$ cat src/bbp_pkg.sv
package bbp_pkg;

  // operation select from the decoder
  typedef enum logic [1:0] {
    BBP_OP_NONE,
    BBP_OP_INC_DP,
    BBP_OP_BRANCH_SET,
    BBP_OP_BRANCH_CLR
  } bbp_op_t;

  // request from fetch/decode
  typedef struct packed {
    bbp_op_t    op;
    logic [7:0] bit_addr;
    logic [7:0] rel;
    logic [15:0] pc;
  } bbp_req_t;

  // bit storage access
  typedef struct packed {
    logic       rd;
    logic       wr;
    logic       latch_sel;
    logic [7:0] addr;
    logic       wdata;
  } bbp_bit_t;

  localparam logic [15:0] BBP_LEN_INC     = 16'h0001;
  localparam logic [15:0] BBP_LEN_BRANCH  = 16'h0003;
  localparam logic [15:0] BBP_DP_RESET    = 16'h0000;
  localparam logic [15:0] BBP_PC_RESET    = 16'h0000;
  localparam logic [7:0]  BBP_ADDR_RESET  = 8'h00;
  localparam int          BBP_BIT_BYTE    = 7;
  localparam int          BBP_SIGN_POS    = 7;

endpackage

$ cat src/bbp_exec.sv
`timescale 1ns/1ps
// Operation
// - branch-if-bit-set loads target into pc when bit is one, else falls through.
// - pc advances by 3, then signed third byte is added for target.
// - branch-if-bit-set never writes the bit nor any flag.
// - branch-and-clear with bit one branches and writes zero to the bit.
// - branch-and-clear with bit zero does no write and falls through.
// - branch-and-clear reads output latch, not the pin level.
// - branch-and-clear changes no flags; only side effect is the clear.
// - pointer increment carries low byte wrap into high byte.
// - pointer increment wraps modulo 2^16 and leaves flags alone.
module bbp_exec (
  input  wire logic              clk_in,
  input  wire logic              rst_in,
  input  wire logic              start_in,
  input  wire bbp_pkg::bbp_req_t req_in,
  input  wire logic              bit_rdata_in,
  output logic                   bit_rd_out,
  output logic                   bit_wr_out,
  output logic                   bit_latch_sel_out,
  output logic             [7:0] bit_addr_out,
  output logic                   bit_wdata_out,
  output logic                   pc_load_out,
  output logic            [15:0] pc_out,
  output logic                   dp_load_out,
  output logic            [15:0] data_pointer_out,
  output logic                   busy_out,
  output logic                   done_out
);
  import bbp_pkg::*;

  // sequencer: idle, then read (bit on the port), then resolve (clear on the port), then idle (done);
  // an increment never leaves idle, so increments may run one per cycle;
  // a branch holds the sequencer for its two cycles and refuses new starts
  typedef enum logic [1:0] {
    BBP_IDLE,
    BBP_READ,
    BBP_RESOLVE
  } bbp_state_t;

  // sequencer state and the captured request
  bbp_state_t  state_q, state_d;
  bbp_req_t    req_q;
  // bit port and result registers
  logic [15:0] data_pointer_q;
  bbp_bit_t    bit_q, bit_d;
  logic        pc_load_q, dp_load_q, done_q, busy_q;
  logic [15:0] pc_q;

  // incremented pointer
  logic [15:0] dp_next;
  bbp_dp_inc u_inc (
    .dp_in  (data_pointer_q),
    .dp_out (dp_next)
  );

  // sequential address and relative target
  wire logic [15:0] seq_pc    = req_q.pc + BBP_LEN_BRANCH;
  // displacement byte is signed: sign-extend before the add
  wire logic [15:0] rel_ext   = {{8{req_q.rel[BBP_SIGN_POS]}}, req_q.rel};
  wire logic [15:0] target_pc = seq_pc + rel_ext;
  wire logic        is_clr    = (req_q.op == BBP_OP_BRANCH_CLR);
  wire logic        taken     = bit_rdata_in;
  // branch-and-clear must see the latch so a pin held low can't mask a set bit
  wire logic        want_latch = (req_in.op == BBP_OP_BRANCH_CLR);
  // start is only heard while idle; a start that arrives during a branch is dropped
  wire logic        accept    = start_in && (state_q == BBP_IDLE);
  wire logic        is_branch = (req_in.op == BBP_OP_BRANCH_SET) || want_latch;
  wire logic        is_inc    = (req_in.op == BBP_OP_INC_DP);

  // accepted request, split by kind
  wire logic        do_inc     = accept && is_inc;
  wire logic        do_branch  = accept && is_branch;
  // sequencer phases
  wire logic        in_read    = (state_q == BBP_READ);
  wire logic        in_resolve = (state_q == BBP_RESOLVE);
  // clear only a bit that read one; a zero bit sees no write at all
  wire logic        clear_now  = in_read && is_clr && taken;
  // pc chosen in the read cycle, while the bit value is still on the port
  wire logic [15:0] branch_pc  = taken ? target_pc : seq_pc;
  // increment is one byte long, so pc moves on by one
  wire logic [15:0] inc_pc     = req_in.pc + BBP_LEN_INC;

  // next state: branches take two cycles, increment completes at once
  always_comb begin
    state_d = state_q;
    case (state_q)
      BBP_IDLE: begin
        // increment completes here without leaving idle
        if (do_branch) begin
          state_d = BBP_READ;
        end
      end
      BBP_READ: begin
        state_d = BBP_RESOLVE;
      end
      BBP_RESOLVE: begin
        state_d = BBP_IDLE;
      end
      default: begin
        // unused encoding falls back to idle
        state_d = BBP_IDLE;
      end
    endcase
  end

  // bit port drive: read in first cycle, conditional clear in second
  always_comb begin
    bit_d = '0;
    bit_d.addr = bit_q.addr;
    bit_d.latch_sel = bit_q.latch_sel;
    // address and source captured with the read strobe
    if (do_branch) begin
      bit_d.rd = 1'h1;
      bit_d.addr = req_in.bit_addr;
      bit_d.latch_sel = want_latch;
    end else if (clear_now) begin
      bit_d.wr = 1'h1;
      bit_d.wdata = 1'h0;
    end
    // plain branch and zero-bit clear never write
  end

  // state register; a sync reset lands the sequencer in idle
  always_ff @(posedge clk_in) begin
    if (rst_in) begin
      state_q <= BBP_IDLE;
    end else begin
      state_q <= state_d;
    end
  end

  // request held from acceptance so decode may move on to the next fetch
  always_ff @(posedge clk_in) begin
    if (rst_in) begin
      req_q <= '0;
    end else if (accept) begin
      req_q <= req_in;
    end
  end

  // bit port registers: every bit-side output leaves a flop
  always_ff @(posedge clk_in) begin
    if (rst_in) begin
      bit_q <= '0;
    end else begin
      bit_q <= bit_d;
    end
  end

  // pc result: one byte on for increment, branch outcome in the read cycle
  always_ff @(posedge clk_in) begin
    if (rst_in) begin
      pc_q <= BBP_PC_RESET;
    end else if (do_inc) begin
      pc_q <= inc_pc;
    end else if (in_read) begin
      pc_q <= branch_pc;
    end
  end

  // pc strobe for the increment and for every branch outcome
  always_ff @(posedge clk_in) begin
    if (rst_in) begin
      pc_load_q <= 1'h0;
    end else begin
      pc_load_q <= do_inc || in_read;
    end
  end

  // data pointer: stepped by one on each accepted increment
  always_ff @(posedge clk_in) begin
    if (rst_in) begin
      data_pointer_q <= BBP_DP_RESET;
    end else if (do_inc) begin
      data_pointer_q <= dp_next;
    end
  end

  // pointer strobe; no flag outputs exist, so no flag can move
  always_ff @(posedge clk_in) begin
    if (rst_in) begin
      dp_load_q <= 1'h0;
    end else begin
      dp_load_q <= do_inc;
    end
  end

  // busy mirrors the next state so a second start is refused in flight
  always_ff @(posedge clk_in) begin
    if (rst_in) begin
      busy_q <= 1'h0;
    end else begin
      busy_q <= (state_d != BBP_IDLE);
    end
  end

  // done: at once for increment, after the resolve cycle for branches
  always_ff @(posedge clk_in) begin
    if (rst_in) begin
      done_q <= 1'h0;
    end else begin
      done_q <= do_inc || in_resolve;
    end
  end

  // bit port outputs straight from the port register
  assign bit_rd_out        = bit_q.rd;
  assign bit_wr_out        = bit_q.wr;
  assign bit_latch_sel_out = bit_q.latch_sel;
  assign bit_addr_out      = bit_q.addr;
  assign bit_wdata_out     = bit_q.wdata;

  // result outputs straight from their flops
  assign pc_load_out       = pc_load_q;
  assign pc_out            = pc_q;
  assign dp_load_out       = dp_load_q;
  assign data_pointer_out  = data_pointer_q;
  assign busy_out          = busy_q;
  assign done_out          = done_q;
endmodule

$ cat src/bbp_dp_inc.sv
`timescale 1ns/1ps
// 16-bit pointer incrementer, no flags produced
module bbp_dp_inc (
  input  wire logic [15:0] dp_in,
  output logic      [15:0] dp_out
);
  import bbp_pkg::*;

  // low byte carry ripples into high byte
  wire logic [7:0] low_next = dp_in[7:0] + 8'h01;
  wire logic       low_wrap = (dp_in[7:0] == 8'hFF);
  wire logic [7:0] high_next = dp_in[15:8] + {7'h00, low_wrap};

  // top carry is dropped: wraps modulo 2^16
  assign dp_out = {high_next, low_next};
endmodule

$ cat config.mk
export PLATFORM = sky130hd
export DESIGN_NAME = bbp_exec
export DESIGN_NICKNAME = d
export VERILOG_FILES = /design/src/bbp_pkg.sv /design/src/bbp_exec.sv /design/src/bbp_dp_inc.sv
export SDC_FILE = /design/constraint.sdc
export NUM_CORES = 1
export LEC_CHECK = 0
export ABC_CLOCK_PERIOD_IN_PS = 7700
export BUFFER_PORTS_ARGS = -buffer_cell sky130_fd_sc_hd__buf_2
export CAP_MARGIN = 10
export CORE_ASPECT_RATIO = 1.25
export CORE_MARGIN = 2
export CORE_UTILIZATION = 40
export DETAILED_ROUTE_END_ITERATION = 12
export PLACE_DENSITY = 0.7
export SLEW_MARGIN = 20
export SYNTH_ARGS = -nofsm -noshare
export SYNTH_HDL_FRONTEND = slang
export SYNTH_SLANG_ARGS = --single-unit
$ cat constraint.sdc
create_clock -name clk_in -period 7.7 [get_ports clk_in]
set_clock_uncertainty 0.15 [all_clocks]
set_input_delay 1.54 -clock clk_in [delete_from_list [all_inputs] [get_ports clk_in]]
set_output_delay 1.54 -clock clk_in [all_outputs]
set_load 0.03 [all_outputs]
==> metrics.md, run 1 <==
| Metric | Value |
|---|---|
| RePlAce Congestion | ~0.91 |
| PortBufs | 84 |
| Seq. cell area | 1501 um^2 |
| Max Root-Sink Buffers | 2 |
| R2R depth | 14 |
| Synth Area in Adders | 0.07244 |
| Most used routing layer | met2 |
| GRT Total Usage | 0.1943 |
| Area Growth Syn to Fin | 18.99% |
| Post-Synth Simple-Gate Area | 0.2465 |
| Synthesized area per cell | about 7.8 um^2 |
| Rows | between 40 and 50 |
| Main flop type after synthesis | dfxtp_1 |
| Compound-Gate Fraction of Synth Area | 0.1843 |
| Fillers | between 1000 and 1500 |
| Worst path required time | approximately 7.8 ns |
| GR Layer Usage met1 | 0.2495 |
| Starting Density | 0.4063 |
| Final-report hold violation count | 0 |
| I/O pin count | 86 |
| Relative slew slack | 0.2657 |
| Post-synthesis mux area share | 0.002356 |
| Crit. Startpoint | start_in |
| Endpoints failing setup | 0 |
| DIE AREA | approximately 11000 um^2 |
| Worst hold margin | between 0.3 and 0.4 ns |
| Pwr/cell area | approximately 210 nW/um^2 |
| Hold Crit Class | flip-flop to flip-flop |
| Total power | between 1000 and 1500 uW |
| Hold Path Origin | bit_latch_sel_out |
| Num CTS Buffers | 9 |
| Core ar. | roughly 10000 um^2 |
| Via-to-Cell Ratio | between 5 and 6 |
| Post-synthesis sequential area ratio | 0.3534 |
| Reg-to-reg startpoint | req_q[0] |
| Final core utilization | 0.4835 |
| Mapped Cells | between 500 and 600 |
| CP Capture Type | flip-flop |
| Estimated wirelength of the detail-placed design | between 8000 and 9000 um |
| Fmax | 256.6 MHz |
| Synthesized area | 4249 um^2 |
| DRT Wirelength | ~11000 um |
| Syn_nets | 605 |
| Drt first pass iters | 4 |
| Crit Path Category | input port to flip-flop |
| Max FO, Critical Path | 27 |
| Die Width | approximately 96 um |
| Tmin final | 3.897 ns |
| Via count | ~4000 |
| Worst setup SP type | input port |
| Post-synth EDFFs | 0 |
| Synth cell types | just over 50 |
| Pin count of the biggest net entering global routing | 76 |
| Unrepaired setup endpoints after global routing | no |
| Layout cells sized above 1 | 0.1697 |
| Hold buffers post-CTS | 0 |
| Area occupied by multi-input gates | roughly 2600 um^2 |
| Clock-pin slew on the worst setup and hold paths | ~0.060 ns |
| Crit path DAT | 3.97 ns |
| Commonest non-fill, non-tap cell in the layout | nand2_1 |
| Fin. max-slew vios | 0 |
| Synth warnings | 0 |
| Postcts setup bufs | 0 |
| H-tree depth | 3 |
| Worst hold path cell count | 2 |
| Initial antenna violation count | 0 |
| DIE HEIGHT | ~120 um |
| Clock Sinks | between 70 and 80 |
| DRC violations left | 0 |
| Flop and latch count out of synthesis | 75 |
| CTS tree | built |
| 1st-iter DRT viols | between 150 and 200 |
| Tcrit/Tclk final | 0.5061 |
| Status | finished clean |
| Number of diodes | 0 |
| Post-route ant nets | 0 |
| Nets | between 600 and 700 |
| Routing usage on met3 | 0.03226 |
| Largest family of logic cells by synthesized area | simple AND/OR/NAND/NOR gates |
| Pleak | approximately 0.0022 uW |
| Final setup TNS | 0 ns |
| Async S/R FF share, synth | 0 |
| Commonest cells after routing, fill and taps aside | nand2_1 (108), buf_2 (84), dfxtp_1 (75) |
| Worst-case vdd ir drop | 88.61 uV |
| First-pass GRT wire length | ~17000 um |
| GRT overflow | 0 |
| PostCTS Resize Cnt | 0 |
| Clock root cell | clkbuf_16 |
| Met2 Track Usage GR | 0.3273 |
| Slew @ Worst Pin | 1.099 ns |
| Vias in the first global route | between 3000 and 4000 |
| WL per Instance | between 10 and 15 um |
| Max-cap violations | 0 |
| Post-synthesis xor/xnor area fraction | 0.1051 |
| Skew-Pair Late Insertion Delay | ~0.33 ns |
[cells by family (layout without fill, tap and decap cells)]
kind of cell             after synthesis  in the layout
adder cells (fa/ha/maj)               24             24
XOR/XNOR                              51             51
multiplexers                           1              1
buffers and inverters                 37            107
AO/OA/AOI/OAI                        127            127
AND/OR/NAND/NOR                      227            227
other                                  1              1
flip-flops                            75             75
[registers in the layout, summed over array words and instances (netlist names)]
signal / cells
bit_latch_sel_out: 1
bit_wr_out: 1
rel_ext: 8
busy_out: 1
state_q: 2
bit_rd_out: 1
req_q: 18
bit_addr_out: 8
pc_load_out: 1
done_out: 1
dp_load_out: 1
data_pointer_out: 16
pc_out: 16
[power breakdown]
group,leakage (uW),internal (uW),switching (uW)
combinational,0.00145,58.0,103
clock,0.000162,299,158
sequential,0.000612,406,15.3
[worst paths after layout]
path | to | slack (ns)
min reg2reg | bit_latch_sel_out | 0.30
max | pc_out[11] | 3.80
max reg2reg | pc_out[11] | 4.19
min | bit_latch_sel_out | 0.30
[worst max-delay path: stages]
cell and delay (ns):
buf_2 0.09, and2_1 0.75, nand3b_1 0.75, nand3_1 0.28, o21ai_0 0.09, nor2b_1 0.16
a311o_1 0.29
[cell type report]
| cell class | count | area share |
|---|---|---|
| clock inverter | 4 | 0.01460 |
| inverter | 6 | 0.004454 |
| timing repair buffer | 86 | 0.08612 |
| tap | 132 | 0.03267 |
| multi-input combinational | 431 | 0.5152 |
| clock buffer | 11 | 0.04999 |
| sequential | 75 | 0.2970 |
[layer usage]
metal / vias up / routed length (um)
met1: 1883 / 4856
met2: 93 / 5512
met4: 0 / 152
li1: 2044 / -
met5: - / 0
met3: 13 / 486
[cells in the mapped netlist, drive strengths merged (4+ instances only)]
cell type	instances	share of area
a211oi	14	0.025
a21o	8	0.014
a21oi	60	0.071
a221oi	6	0.012
and3	6	0.0088
and4	8	0.017
buf	9	0.010
clkbuf	22	0.019
dfxtp	75	0.35
ha	23	0.068
inv	6	0.0053
nand2	108	0.095
nand2b	4	0.0059
nand3	31	0.037
nand4	11	0.016
nor2	37	0.033
nor2b	4	0.0059
nor3	8	0.0094
o21ai	16	0.019
xnor2	22	0.045
xor2	29	0.060
[metrics by stage]
step	setup WS [ns]	instance area [um^2]	instances
2_1_floorplan	4.492	4249	543
3_3_place_gp	3.559	4730	730
3_5_place_dp	3.511	4730	730
4_1_cts	3.863	5056	745
5_1_grt	3.613	5056	745
6_report	3.803	5056	745
No activity file was read; power rests on OpenSTA's default activity.
==> inputs of run 2 (changes only) <==
Settings changed: ABC_CLOCK_PERIOD_IN_PS 7700 to 3510, PLACE_DENSITY 0.7 to 0.73.
Clock period 7.7 ns to 3.51 ns, I/O delays scaled along.
==> metrics.md, run 2 (synthesized netlist as in run 1, its figures left out) <==
| Metric | Value |
|---|---|
| Status | finished clean |
| Drt first pass iters | 5 |
| Num CTS Buffers | 9 |
| PortBufs | 84 |
| Routing usage on met3 | 0.03669 |
| Clock-pin slew on the worst setup and hold paths | around 0.060 ns |
| Clock root cell | clkbuf_16 |
| Pin count of the biggest net entering global routing | about 40 |
| R2R Setup Slk | 0.18 ns |
| Pleak | ~0.0022 uW |
| Finished Layout Cells | between 700 and 800 |
| First-pass GRT wire length | between 15000 and 20000 um |
| Layout cells sized above 1 | 0.1871 |
| DRC violations left | 0 |
| Rows | 42 |
| Fillers | roughly 1000 |
| Clock Sinks | 75 |
| Post-route ant nets | 0 |
| CP Capture Type | flip-flop |
| Biggest register | req_q |
| CTS tree | built |
| Fmax | roughly 300 MHz |
| Tcrit/Tclk final | 0.9482 |
| Crit Path Category | flip-flop to flip-flop |
| Worst hold path cell count | 2 |
| Max-cap violations | 0 |
| Tmin final | 3.328 ns |
| Core ar. | about 10000 um^2 |
| CP max-delay cell | dfxtp_2 |
| WL per Instance | 15.24 um |
| Final-report hold violation count | 0 |
| Slew @ Worst Pin | slightly above 1 ns |
| Via-to-Cell Ratio | roughly 5.5 |
| Nets | around 680 |
| Worst-case vdd ir drop | 192.1 uV |
| R2R Path End | pc_out[11] |
| Largest register FFs | 18 |
| R2R depth | 14 |
| Met2 Track Usage GR | 0.3433 |
| Fin. max-slew vios | 0 |
| Most used routing layer | met2 |
| Final setup TNS | 0 ns |
| H-tree depth | 3 |
| Endpoints failing setup | 0 |
| Die Width | 96.19 um |
| Seq. cell area | ~1500 um^2 |
| Commonest non-fill, non-tap cell in the layout | nand2_1 |
| CP peak stage delay | about 0.36 ns |
| GR Layer Usage met1 | 0.2396 |
| Vias in the first global route | approximately 3800 |
| Area Growth Syn to Fin | 19.82% |
| Max FO, Critical Path | 5 |
| GRT overflow | 0 |
| Starting Density | 0.4063 |
| Hold Crit Class | flip-flop to flip-flop |
| Critical Path, Cell by Cell | inv_1 -> ha_1 -> and3b_1 -> and2b_2 -> and4_1 -> xor2_2 -> ha_1 -> a21oi_1 -> o21ai_0 -> a21oi_1 -> nand2_1 -> xor2_1 -> and3_1 -> a311o_1 |
| Skew-Pair Late Insertion Delay | approximately 0.34 ns |
| Hold Path Sink | bit_addr_out[6] |
| Worst setup SP type | flip-flop |
| Relative slew slack | 0.3186 |
| DRT Wirelength | approximately 11000 um |
| Pwr/cell area | 432.7 nW/um^2 |
| Initial antenna violation count | 0 |
| Estimated wirelength of the detail-placed design | approximately 8600 um |
| I/O pin count | 86 |
| RePlAce Congestion | around 0.9 |
| Commonest cells after routing, fill and taps aside | nand2_1 (108), buf_2 (84), dfxtp_1 (74) |
| Reg-to-reg startpoint | req_q[0] |
| Cell count after placement | ~740 |
| Worst path required time | ~3.6 ns |
| Via count | 4104 |
| DIE HEIGHT | between 100 and 150 um |
| 1st-iter DRT viols | 180 |
| Unrepaired setup endpoints after global routing | no |
| Hold Path Origin | bit_addr_out[6] |
| Number of diodes | 0 |
| Crit path DAT | about 3.4 ns |
| GRT Total Usage | 0.2022 |
| Area occupied by multi-input gates | approximately 2600 um^2 |
| Max Root-Sink Buffers | 2 |
| DIE AREA | approximately 11000 um^2 |
-- run 2: routing by layer --
layer,wire [um],part of all wire
met5,0,0
met4,335,0.029
met3,501,0.044
met2,5679,0.50
met1,4939,0.43
-- run 2: power breakdown --
| group | total, uW | switching (uW) | leakage, uW | internal, uW |
|---|---|---|---|---|
| clock | 914 | 363 | 0.000146 | 551 |
| sequential | 923 | 31.6 | 0.000613 | 891 |
| combinational | 365 | 232 | 0.00148 | 133 |
| total | 2200 | 627 | 0.00224 | 1580 |
-- run 2: repair_timing --
action                                  in CTS  in global routing
endpoints found under the hold margin        0                  0
resized for setup                            0                  6
buffers inserted                             0                  0
hold buffers                                 0                  0
endpoints found under the setup margin       0                  3
-- run 2: critical path: cells and delay by family, from the launching register on --
kind,cells,cell delay (ns)
flip-flops,1,0.36
XOR/XNOR,2,0.31
AO/OA/AOI/OAI,4,0.79
AND/OR/NAND/NOR,5,1.01
adder cells (fa/ha/maj),2,0.50
buffers and inverters,1,0.07
-- run 2: stage by stage --
| step | power, uW | worst slack (ns) | hold WS, ns | utilization | instance area (um^2) |
|---|---|---|---|---|---|
| 2_1_floorplan | 1187 | 0.3019 | 0.2823 | - | 4249 |
| 3_3_place_gp | 1295 | 0.2209 | 0.2890 | 0.4566 | 4775 |
| 3_5_place_dp | 1303 | 0.1227 | 0.3020 | 0.4566 | 4775 |
| 4_1_cts | 2223 | 0.1083 | 0.3102 | 0.4848 | 5070 |
| 5_1_grt | 2302 | 0.01043 | 0.3322 | 0.4868 | 5091 |
| 6_report | 2203 | 0.1818 | 0.3058 | 0.4868 | 5091 |
-- run 2: area by class of cell --
cell class | count | share of cell area
well taps | 132 | 0.03244
multi-input cells | 431 | 0.5156
flip-flops and latches | 75 | 0.2952
clock inverters | 6 | 0.01303
clock buffers | 10 | 0.04497
repair buffers | 92 | 0.09437
inverters | 6 | 0.004424
-- run 2: worst max-delay path by stage --
stage                     slack, ns  depth (start not counted)      from          to
after floorplan                0.30                         15  req_q[0]  pc_out[11]
after global placement         0.22                         14  req_q[0]  pc_out[11]
after detailed placement       0.12                         14  req_q[0]  pc_out[11]
after CTS                      0.11                         14  req_q[0]  pc_out[11]
after global routing           0.01                         14  req_q[0]  pc_out[11]
final                          0.18                         14  req_q[0]  pc_out[11]
==> inputs of run 3 (changes only) <==
Settings changed: ABC_AREA set to 1, CAP_MARGIN 10 to 20, PLACE_DENSITY 0.73 to 0.72.
==> metrics.md, run 3 <==
| Metric | Value |
|---|---|
| DRT Wirelength | between 10000 and 15000 um |
| Fillers | between 1000 and 1500 |
| Largest register FFs | 18 |
| WL per Instance | 13.21 um |
| Post-synth EDFFs | 0 |
| CP Capture Type | flip-flop |
| Compound-Gate Fraction of Synth Area | 0.1642 |
| Die Width | between 90 and 100 um |
| 1st-iter DRT viols | just under 300 |
| Worst path required time | between 3 and 4 ns |
| Critical Path, Cell by Cell | inv_1 -> ha_1 -> inv_1 -> nand2_1 -> nor2_1 -> nand3_1 -> nor2_1 -> xor2_1 -> inv_1 -> ha_1 -> nand2_1 -> inv_1 -> a21oi_1 -> nand2_1 -> a21oi_1 -> nand3_1 -> nand3_1 -> nand2_1 -> a21oi_1 |
| Synth top area share | 0.3300 |
| Hold buffers post-CTS | 0 |
| Top post-synthesis cells by count | nand2_1 (151), inv_1 (98), dfxtp_1 (75) |
| Skew-Pair Late Insertion Delay | 0.34 ns |
| Worst hold path cell count | 2 |
| Design area | 5333 um^2 |
| DIE AREA | 12250 um^2 |
| Synth cell types | 37 |
| Post-synthesis sequential area ratio | 0.3300 |
| Slew @ Worst Pin | between 0.6 and 0.7 ns |
| RePlAce Congestion | 0.8737 |
| Clock-pin slew on the worst setup and hold paths | ~0.06 ns |
| Relative slew slack | 0.5818 |
| GRT Total Usage | 0.2014 |
| Fin. max-slew vios | 0 |
| DRC violations left | 0 |
| Nets | ~830 |
| Worst setup SP type | flip-flop |
| First-pass GRT wire length | around 20000 um |
| Main flop type after synthesis | dfxtp_1 |
| Post-synthesis xor/xnor area fraction | 0.03658 |
| Synthesized area | about 4500 um^2 |
| Worst-case vdd ir drop | roughly 280 uV |
| Syn_nets | between 700 and 800 |
| Post-synthesis mux area share | 0 |
| Seq. cell area | 1501 um^2 |
| Number of diodes | 0 |
| Commonest non-fill, non-tap cell in the layout | nand2_1 |
| Post-route ant nets | 0 |
| Flop and latch count out of synthesis | 75 |
| Tmin final | ~3.2 ns |
| Synth Area in Adders | 0.06766 |
| H-tree depth | 3 |
| Worst hold margin | about 0.32 ns |
| Via count | between 4000 and 5000 |
| I/O pin count | 86 |
| Pin count of the biggest net entering global routing | 39 |
| Layout cells sized above 1 | 0.1545 |
| Postcts setup bufs | 0 |
| Clock Sinks | 75 |
| Core ar. | ~11000 um^2 |
| PostCTS Resize Cnt | 0 |
| Placed inst area | about 5000 um^2 |
| Unrepaired setup endpoints after global routing | no |
| Area occupied by multi-input gates | ~2500 um^2 |
| Biggest register | req_q |
| Crit path DAT | between 3 and 4 ns |
| Hold Crit Class | flip-flop to flip-flop |
| Mapped Cells | between 600 and 700 |
| CP peak stage delay | 0.35 ns |
| Final setup TNS | 0 ns |
| Synthesized area per cell | 6.593 um^2 |
| Async S/R FF share, synth | 0 |
| Max FO, Critical Path | 7 |
| Tcrit/Tclk final | 0.8994 |
| Vias in the first global route | about 4400 |
| CP max-delay cell | dfxtp_1 |
| Endpoints failing setup | 0 |
| Pwr/cell area | around 430 nW/um^2 |
| GRT overflow | 0 |
| Commonest cells after routing, fill and taps aside | nand2_1 (151), inv_1 (98), buf_2 (84) |
| Leading area contributor after synthesis | dfxtp_1 |
| Synth warnings | 0 |
| PortBufs | 84 |
| Max-cap violations | 0 |
| Top-count cell post-synth | nand2_1 |
| Drt first pass iters | 5 |
| Crit Path Category | flip-flop to flip-flop |
| CTS tree | built |
| Synth area leaders | dfxtp_1 (33%), nand2_1 (12%), inv_1 (8.1%) |
| Rows | between 40 and 50 |
| DIE HEIGHT | 123.2 um |
| Max Root-Sink Buffers | 2 |
| Largest family of logic cells by synthesized area | simple AND/OR/NAND/NOR gates |
| Via-to-Cell Ratio | a little over 5 |
| Num CTS Buffers | 9 |
| Estimated wirelength of the detail-placed design | 8927 um |
| Initial antenna violation count | 0 |
| Status | finished clean |
| Clock root cell | clkbuf_16 |
| R2R depth | 19 |
| Final-report hold violation count | 0 |
| Pleak | about 0.0028 uW |
| Starting Density | 0.4105 |
| Fmax | approximately 320 MHz |
| Area Growth Syn to Fin | 17.22% |
| Post-Synth Simple-Gate Area | 0.2904 |
-- run 3: cell types whose count changed after synthesis, sizes merged, moves of 8 or more --
cell	before	now
o21ai	16	66
and4	8	0
nand3	31	56
inv	6	103
nand2	108	151
xnor2	22	5
a211oi	14	2
xor2	29	14
nor2	37	73
-- run 3: area by class of cell --
class,instances,area share
clock buffer,9,0.04223
clock inverter,7,0.01103
inverter,103,0.07297
multi-input combinational,489,0.4775
sequential,75,0.2816
tap,135,0.03168
timing repair buffer,87,0.08306
-- run 3: cell families after synthesis --
kind of cell / after synthesis
fa+ha+maj: 24
xor+xnor: 19
other cells: 1
buf+inv: 126
flops: 75
compound gates: 144
simple gates: 301
-- run 3: report_power, final --
part	internal [uW]	total, uW	switching, uW	leakage [uW]
sequential	902	938	36.4	0.000615
clock	489	882	393	0.000138
combinational	157	470	313	0.00203
-- run 3: worst max-delay path, delay by kind of cell (launching register included) --
family                     cells  cell delay, ns
and+or+nand+nor                9            1.22
adders and majority gates      2            0.53
AOI/OAI and AO/OA              3            0.41
DFF                            1            0.35
buffers and inverters          4            0.24
xor gates and xnor gates       1            0.19
-- run 3: routing by layer --
layer  track usage  up-vias  wire, um
li1              -     2372         -
met1        0.2347     2063      5239
met2        0.3535      121      5701
met3       0.03901       36       595
met4       0.09846        0       417
met5             0        -         0
-- run 3: per-stage QoR --
| step | std cells | power [uW] | worst slack (ns) | utilization |
|---|---|---|---|---|
| floorplan | 690 | 1293 | 0.7514 | - |
| global placement | 889 | 1420 | 0.4896 | 0.4555 |
| detailed placement | 889 | 1421 | 0.3870 | 0.4555 |
| CTS | 905 | 2302 | 0.3587 | 0.4811 |
| global route | 905 | 2400 | 0.01063 | 0.4811 |
| finish | 905 | 2291 | 0.3532 | 0.4811 |
-- run 3: worst paths after layout --
path	start	endpoint	slack (ns)
setup / recovery	req_q[0]	pc_out[15]	0.35
hold / removal	req_q[32]	req_q[32]	0.32
setup reg to reg	req_q[0]	pc_out[15]	0.35
hold reg to reg	req_q[32]	req_q[32]	0.32
